[src/common/phy_ctl_pkg.sv]
// Purpose: Shared constants and types for the basic mode control bits 9..6
// Assumes: Management frames arrive on the two-wire serial interface
// Notes: Offsets, field positions, reset values and frame lengths live here
package phy_ctl_pkg;
    // Register index of the basic mode control register
    localparam logic [4:0] BMC_REG_ADDR = 5'h00;
    // Field positions inside the control word
    localparam int BIT_AN_EN = 12;
    localparam int BIT_RESTART = 9;
    localparam int BIT_DUPLEX = 8;
    localparam int BIT_COL_TEST = 7;
    localparam int BIT_RSVD = 6;
    // Values after reset
    localparam logic RST_RESTART = 1'h0;
    localparam logic RST_DUPLEX = 1'h1;
    localparam logic RST_COL_TEST = 1'h0;
    // Frame layout
    localparam logic [5:0] PREAMBLE_ONES = 6'h20;
    localparam logic [1:0] OP_READ = 2'h2;
    localparam logic [1:0] OP_WRITE = 2'h1;
    localparam logic [3:0] HDR_LAST = 4'hb;
    localparam logic [3:0] DATA_LAST = 4'hf;
    // Serial frame states
    typedef enum logic [2:0] {ST_IDLE, ST_START, ST_HDR, ST_TA, ST_DATA} mdio_state_t;
endpackage

[src/sync_bank.sv]
// Purpose: Two-stage synchroniser for a bank of pin inputs
// Assumes: Inputs are asynchronous to mclk
// Notes: Only the second stage may be read by other logic
`timescale 1ns/1ps
`default_nettype none
module sync_bank #(
    parameter int W = 8
) (
    input wire logic mclk,
    input wire logic rst,
    input wire logic [W-1:0] d_async,
    output logic [W-1:0] q
);
    logic [W-1:0] meta_q;

    // First and second stage
    always_ff @(posedge mclk or posedge rst) begin
        if (rst) begin
            meta_q <= '0;
            q <= '0;
        end else begin
            meta_q <= d_async;
            q <= meta_q;
        end
    end
endmodule
`default_nettype wire

[src/phy_ctl_bits.sv]
// Purpose: Control bits 9..6 of the basic mode control register with serial access
// Assumes: MDC and MDIO are sampled on mclk, well faster than MDC
// Notes: Negotiation engine, enable bit and collision detect sit outside
//
// Function
// - Writing restart bit restarts auto-negotiation
// - Restart reads one until negotiation started
// - Restart ignored while auto-negotiation disabled
// - Writing zero never disturbs running negotiation
// - Negotiation off: duplex bit selects mode
// - Negotiation on: duplex reads resolved value
// - Collision test loops TX_EN onto COL
// - Reserved bit six reads zero always
// - Enable bit decides duplex bit role
// - Frames use read 10, write 01
`timescale 1ns/1ps
`default_nettype none
module phy_ctl_bits (
    input wire logic mclk,
    input wire logic rst,
    input wire logic mdc,
    input wire logic mdio_i,
    output logic mdio_o,
    output logic mdio_oe,
    input wire logic [4:0] phy_addr,
    input wire logic an_enable,
    input wire logic an_ack,
    input wire logic an_duplex_resolved,
    input wire logic tx_en,
    input wire logic col_in,
    output logic an_restart,
    output logic duplex_full,
    output logic col
);
    import phy_ctl_pkg::*;

    logic mdc_s, mdio_s, tx_en_s;
    logic [4:0] phy_addr_s;
    logic mdc_prev_q, mdc_rise;
    phy_ctl_pkg::mdio_state_t state_q;
    logic [5:0] ones_q;
    logic [3:0] cnt_q;
    logic [10:0] hdr_q;
    logic [11:0] hdr_full;
    logic hdr_match, is_read_q;
    logic [15:0] sh_q, wdat_q, rd_word;
    logic wr_stb_q;
    logic restart_q, restart_set;
    logic dup_forced_q, col_test_q;

    ////////////////////////////////////////////////////////////////////////
    // Pin synchronisers
    sync_bank #(.W(8)) u_sync (
        .mclk(mclk),
        .rst(rst),
        .d_async({mdc, mdio_i, tx_en, phy_addr}),
        .q({mdc_s, mdio_s, tx_en_s, phy_addr_s})
    );

    // Rising edge of the management clock
    always_ff @(posedge mclk or posedge rst) begin
        if (rst) begin
            mdc_prev_q <= 1'h0;
        end else begin
            mdc_prev_q <= mdc_s;
        end
    end
    assign mdc_rise = mdc_s & ~mdc_prev_q;

    ////////////////////////////////////////////////////////////////////////
    // Frame decode
    assign hdr_full = {hdr_q, mdio_s};
    assign hdr_match = (hdr_full[9:5] == phy_addr_s) &&
        ((hdr_full[11:10] == OP_READ) || (hdr_full[11:10] == OP_WRITE));

    // Read image of the control word
    always_comb begin
        rd_word = 16'h0000;
        rd_word[BIT_AN_EN] = an_enable;
        rd_word[BIT_RESTART] = restart_q;
        rd_word[BIT_DUPLEX] = an_enable ? an_duplex_resolved : dup_forced_q;
        rd_word[BIT_COL_TEST] = col_test_q;
        rd_word[BIT_RSVD] = 1'h0;
    end

    // Serial frame state machine, one step per MDC rising edge
    always_ff @(posedge mclk or posedge rst) begin
        if (rst) begin
            state_q <= ST_IDLE;
            ones_q <= 6'h00;
            cnt_q <= 4'h0;
            hdr_q <= 11'h000;
            is_read_q <= 1'h0;
            sh_q <= 16'h0000;
            wdat_q <= 16'h0000;
            wr_stb_q <= 1'h0;
            mdio_o <= 1'h0;
            mdio_oe <= 1'h0;
        end else begin
            wr_stb_q <= 1'h0;
            if (mdc_rise) begin
                unique case (state_q)
                    ST_IDLE: begin
                        if (mdio_s) begin
                            ones_q <= (ones_q == PREAMBLE_ONES) ? ones_q : ones_q + 6'h01;
                        end else if (ones_q == PREAMBLE_ONES) begin
                            state_q <= ST_START;
                            ones_q <= 6'h00;
                        end else begin
                            ones_q <= 6'h00;
                        end
                    end
                    ST_START: begin
                        cnt_q <= 4'h0;
                        state_q <= mdio_s ? ST_HDR : ST_IDLE;
                    end
                    ST_HDR: begin
                        hdr_q <= hdr_full[10:0];
                        cnt_q <= cnt_q + 4'h1;
                        if (cnt_q == HDR_LAST) begin
                            cnt_q <= 4'h0;
                            is_read_q <= (hdr_full[11:10] == OP_READ);
                            sh_q <= (hdr_full[4:0] == BMC_REG_ADDR) ? rd_word : 16'h0000;
                            state_q <= hdr_match ? ST_TA : ST_IDLE;
                        end
                    end
                    ST_TA: begin
                        cnt_q <= cnt_q + 4'h1;
                        if (cnt_q == 4'h0) begin
                            mdio_oe <= is_read_q; // Second turnaround bit driven low
                            mdio_o <= 1'h0;
                        end else begin
                            cnt_q <= 4'h0;
                            state_q <= ST_DATA;
                            if (is_read_q) begin
                                mdio_o <= sh_q[15];
                                sh_q <= {sh_q[14:0], 1'h0};
                            end
                        end
                    end
                    ST_DATA: begin
                        cnt_q <= cnt_q + 4'h1;
                        wdat_q <= {wdat_q[14:0], mdio_s};
                        if (cnt_q == DATA_LAST) begin
                            state_q <= ST_IDLE;
                            mdio_oe <= 1'h0;
                            wr_stb_q <= ~is_read_q;
                        end else if (is_read_q) begin
                            mdio_o <= sh_q[15];
                            sh_q <= {sh_q[14:0], 1'h0};
                        end
                    end
                    default: begin
                        state_q <= ST_IDLE;
                    end
                endcase
            end
        end
    end

    ////////////////////////////////////////////////////////////////////////
    // Control register fields
    logic wr0;
    assign wr0 = wr_stb_q && (hdr_q[4:0] == BMC_REG_ADDR);
    assign restart_set = wr0 && wdat_q[BIT_RESTART] && an_enable;

    // Restart request: set wins over acknowledge, zero writes ignored
    always_ff @(posedge mclk or posedge rst) begin
        if (rst) begin
            restart_q <= RST_RESTART;
        end else if (!an_enable) begin
            restart_q <= 1'h0;
        end else if (restart_set) begin
            restart_q <= 1'h1;
        end else if (an_ack) begin
            restart_q <= 1'h0;
        end
    end
    assign an_restart = restart_q;

    // Forced duplex and collision test bits
    always_ff @(posedge mclk or posedge rst) begin
        if (rst) begin
            dup_forced_q <= RST_DUPLEX;
            col_test_q <= RST_COL_TEST;
        end else if (wr0) begin
            dup_forced_q <= wdat_q[BIT_DUPLEX];
            col_test_q <= wdat_q[BIT_COL_TEST];
        end
    end

    // Operating duplex and collision output
    always_ff @(posedge mclk or posedge rst) begin
        if (rst) begin
            duplex_full <= RST_DUPLEX;
            col <= 1'h0;
        end else begin
            duplex_full <= an_enable ? an_duplex_resolved : dup_forced_q;
            col <= col_in | (col_test_q & tx_en_s);
        end
    end
endmodule
`default_nettype wire

[config.mk]
export PLATFORM = sky130hd
export DESIGN_NAME = phy_ctl_bits
export DESIGN_NICKNAME = d
export VERILOG_FILES = /design/src/common/phy_ctl_pkg.sv /design/src/sync_bank.sv /design/src/phy_ctl_bits.sv
export SDC_FILE = /design/constraint.sdc
export NUM_CORES = 1
export LEC_CHECK = 0
export ABC_AREA = 0
export BUFFER_PORTS_ARGS = -buffer_cell sky130_fd_sc_hd__clkbuf_2
export CAP_MARGIN = 20
export CORE_MARGIN = 2
export CORE_UTILIZATION = 42
export DETAILED_ROUTE_END_ITERATION = 10
export HOLD_SLACK_MARGIN = 0.08
export PLACE_DENSITY = 0.7
export SLEW_MARGIN = 40
export SYNTH_ARGS = -nofsm -noshare
export SYNTH_HDL_FRONTEND = slang
export SYNTH_SLANG_ARGS = --single-unit
[constraint.sdc]
create_clock -name mclk -period 2.15 [get_ports mclk]
set_input_delay 0.3225 -clock mclk [delete_from_list [all_inputs] [get_ports mclk]]
set_output_delay 0.3225 -clock mclk [all_outputs]
set_load 0.05 [all_outputs]
==> results.py <==
metrics = {
    "cells_and_area": {
        "antenna_cells": 0,
        "fillers": 581,
        "areaGrowthSynthToFinish_pct": 16.3,
        "drive_gt1_frac": 0.289,
        "nets": 298,
    },
    "timing": {
        "setup_viol": 0,
        "max_freq_mhz": 509,
        "hold_viol_final": 0,
        "fin_setup_tns_ns": 0,
        "worst_slew_pin_slew_ns": 0.605,
        "relSlewSlack": 0.596,
        "fin_crit_ns": 1.97,
        "fin_crit_sh": 0.915,
        "rsz0062_at_grt": "false",
        "setup_slack_ns": 0.184,
        "maxSlewViolCount": 0,
        "clock_skew_ns": 0.00924,
    },
    "synthesis": {
        "syn_inst": 243,
        "ys_warn_count": 0,
        "synth-main-ff-cell": "dfrtp_1",
        "synth.most_common_cell": "dfrtp_1",
        "netlist_top_cells_area": "dfrtp_1, mux2_2, mux2i_1, inv_1, ha_1",
        "synthArstFlopShare": 1.00,
        "synth_area_per_cell_sq_um": 12.5,
        "ys_seq_elements": 69,
        "syn_area_sq_mm": 0.00303,
        "synth_common_cells": "dfrtp_1, mux2_2, inv_1",
        "synth_edf_count": 0,
        "ys_seq_area_frac": 0.571,
        "syn_nets": 262,
        "ys_types": 53,
        "synth_top_area_frac": 0.553,
        "synth_top_area_cell": "dfrtp_1",
    },
    "setup_path": {
        "critical_path_required_ns": 2.39,
        "critPathKind": "register to register",
        "crit_slowest_cell": "a221oi_1",
        "endpoint_kind": "register",
        "startpoint_type": "register",
        "arrival_ns": 2.21,
        "crit_chain": "inv_1 > ha_1 > nor3b_2 > a221oi_1 > nor2_1 > mux2_2",
        "r2r-end": "cnt_q[0]$_DFFE_PP0P_",
        "cpPeakStageDelay_ns": 0.59,
        "cp_max_fo": 6,
        "r2r_cells": 6,
        "cp-startpoint": "cnt_q[0]$_DFFE_PP0P_",
        "endpoint": "cnt_q[0]$_DFFE_PP0P_",
        "r2r_slack_ns": 0.18,
        "timing.rr.start": "cnt_q[0]$_DFFE_PP0P_",
    },
    "pwr": {
        "ir_worst_vdd_mv": 0.694,
        "leakage_nw": 1.63,
        "power.density_mw_per_mm2": 716,
    },
    "detailed_routing": {
        "postRouteAntennaNets": 0,
        "drt_iter0_drc": 123,
        "vias": 1889,
        "first_pass_iters": 4,
        "wl_per_cell_microns": 13.0,
        "vias_per_cell": 4.97,
        "drc": 0,
        "totalWireLength_microns": 4950,
    },
    "hold_path": {
        "hp-class": "primary input to register",
    },
    "grt": {
        "overflow": 0,
        "antenna_found_initial": 0,
        "grt_max_degree": 47,
        "grt_pass1_vias": 1842,
        "track_usage": 0.146,
        "grt_pass1_wl_microns": 8710,
    },
    "die": {
        "rows": 30,
        "die_h_microns": 88.9,
        "die_area_sq_mm": 0.00791,
        "core_sq_mm": 0.00687,
        "fp.dieW_microns": 88.9,
        "initial_core_util": 0.441,
        "io_pins": 19,
    },
    "place": {
        "place.gp.congestion": 0.836,
        "dp_hpwl_microns": 3350,
        "place_ws_ns": 0.148,
        "portBuffers": 18,
    },
    "clocking": {
        "path_clk_slew_ns": 0.08,
        "cts_root_buffer": "clkbuf_8",
        "cts_num_sinks": 69,
        "clk_latency_ns": 0.35,
        "tritoncts": "yes",
        "post_cts_buffers": 0,
        "clockBufferDepth": 2,
        "cts_buffers": 9,
        "cts_htree_levels": 3,
    },
    "run": {
        "drv_cap": 0,
    },
    "run_status": {
        "outcome": "completed",
    },
}
## what timing repair did
action,4_1_cts,5_1_grt
gates resized for setup,0,1
endpoints found under the setup margin,0,1
hold buffers,9,0
hold endpoints to repair,31,0
## final cells by class
| cell class | count | area (sq um) | area share |
|---|---|---|---|
| Clock buffer | 11 | 131 | 0.0373 |
| Clock inverter | 5 | 60.1 | 0.0171 |
| Inverter | 18 | 67.6 | 0.0192 |
| Multi-Input combinational cell | 146 | 1160 | 0.330 |
| Sequential cell | 69 | 1730 | 0.491 |
| Tap cell | 96 | 120 | 0.0341 |
| Timing Repair Buffer | 35 | 253 | 0.0718 |
## placed cells by master (no fill, tap or decap), types with 2 or more instances in the layout
| cell | Yosys | final |
|---|---|---|
| dfrtp_1 | 67 | 67 |
| mux2_2 | 27 | 27 |
| clkbuf_2 | 0 | 18 |
| inv_1 | 18 | 17 |
| nand2_1 | 15 | 15 |
| clkbuf_8 | 0 | 9 |
| dlygate4sd3_1 | 0 | 9 |
| mux2i_1 | 7 | 7 |
| nor2_1 | 7 | 7 |
| buf_4 | 3 | 7 |
| nand3_1 | 6 | 6 |
| o21ai_0 | 6 | 6 |
| a22o_1 | 6 | 6 |
| nor3_1 | 5 | 5 |
| a21oi_1 | 5 | 5 |
| xnor2_1 | 5 | 5 |
| ha_1 | 5 | 5 |
| o22ai_1 | 4 | 4 |
| nand3b_1 | 4 | 4 |
| nand4_1 | 3 | 3 |
| mux2_4 | 3 | 3 |
| nor2b_1 | 2 | 2 |
| a41oi_1 | 2 | 2 |
| nand2b_1 | 2 | 2 |
| nor3b_1 | 2 | 2 |
| o31a_1 | 2 | 2 |
| o21bai_1 | 2 | 2 |
| a21o_1 | 2 | 2 |
| clkbuf_1 | 3 | 2 |
| dfstp_2 | 2 | 2 |
## power by group
part           switching [mW]  internal (mW)
sequential             0.0254           1.33
combinational          0.0752         0.0572
clock                   0.493          0.540
total                   0.593           1.93
## state kept, by name (all words and copies together), names as in the netlist, 3 cells and up
signal	flops
u_sync.q	8
ones_q	6
cnt_q	4
u_sync.meta_q	8
hdr_q	11
wdat_q	10
state_q	3
sh_q	9
## layer usage
layer	vias to the layer above	track usage	wire, microns
met1	918	0.199	2360
met2	30	0.214	2280
li1	930	-	-
met5	-	0	0
met3	11	0.0563	230
met4	0	0.0537	82
## through the flow
| stage | hold WS [ns] | utilization | instances | instance area, sq um | power, mW |
|---|---|---|---|---|---|
| final | 0.160 | 0.513 | 380 | 3520 | 2.52 |
| after global routing | 0.135 | 0.513 | 380 | 3520 | 2.64 |
| after CTS | 0.140 | 0.513 | 380 | 3520 | 2.56 |
| after detailed placement | 0.335 | 0.472 | 355 | 3240 | 1.50 |
| after global placement | 0.333 | 0.472 | 355 | 3240 | 1.50 |
| after floorplan | 0.331 | - | 243 | 3030 | 1.46 |
## kinds of logic (layout without fill, tap and decap cells)
family | count (synthesis) | in the layout | synth area share
compound gates | 39 | 39 | 0.0967
fa+ha+maj | 5 | 5 | 0.0207
flops | 69 | 69 | 0.571
mux | 37 | 37 | 0.138
xor+xnor | 5 | 5 | 0.0145
buf+inv | 28 | 69 | 0.0463
simple gates | 60 | 60 | 0.113
## worst max-delay path: cells and delay by family, from the launching register on
kind                       cells  cell delay [ns]
DFF                            1             0.39
adders and majority gates      1             0.19
muxes                          1             0.29
and+or+nand+nor                2             0.33
buffers and inverters          1             0.06
AOI/OAI and AO/OA              1             0.59
## how the worst min path moves through the flow
stage / startpoint / end / slack (ns) / cells past startpoint
after floorplan: u_sync.meta_q[0]$_DFF_PP0_ / u_sync.q[0]$_DFF_PP0_ / 0.33 / 0
after global placement: u_sync.meta_q[3]$_DFF_PP0_ / u_sync.q[3]$_DFF_PP0_ / 0.33 / 0
after detailed placement: u_sync.meta_q[0]$_DFF_PP0_ / u_sync.q[0]$_DFF_PP0_ / 0.33 / 0
after CTS: col_in / col$_DFF_PP0_ / 0.14 / 2
after global routing: col_in / col$_DFF_PP0_ / 0.14 / 2
final: col_in / col$_DFF_PP0_ / 0.16 / 2
Note: power is estimated with default switching activity, not from simulation.
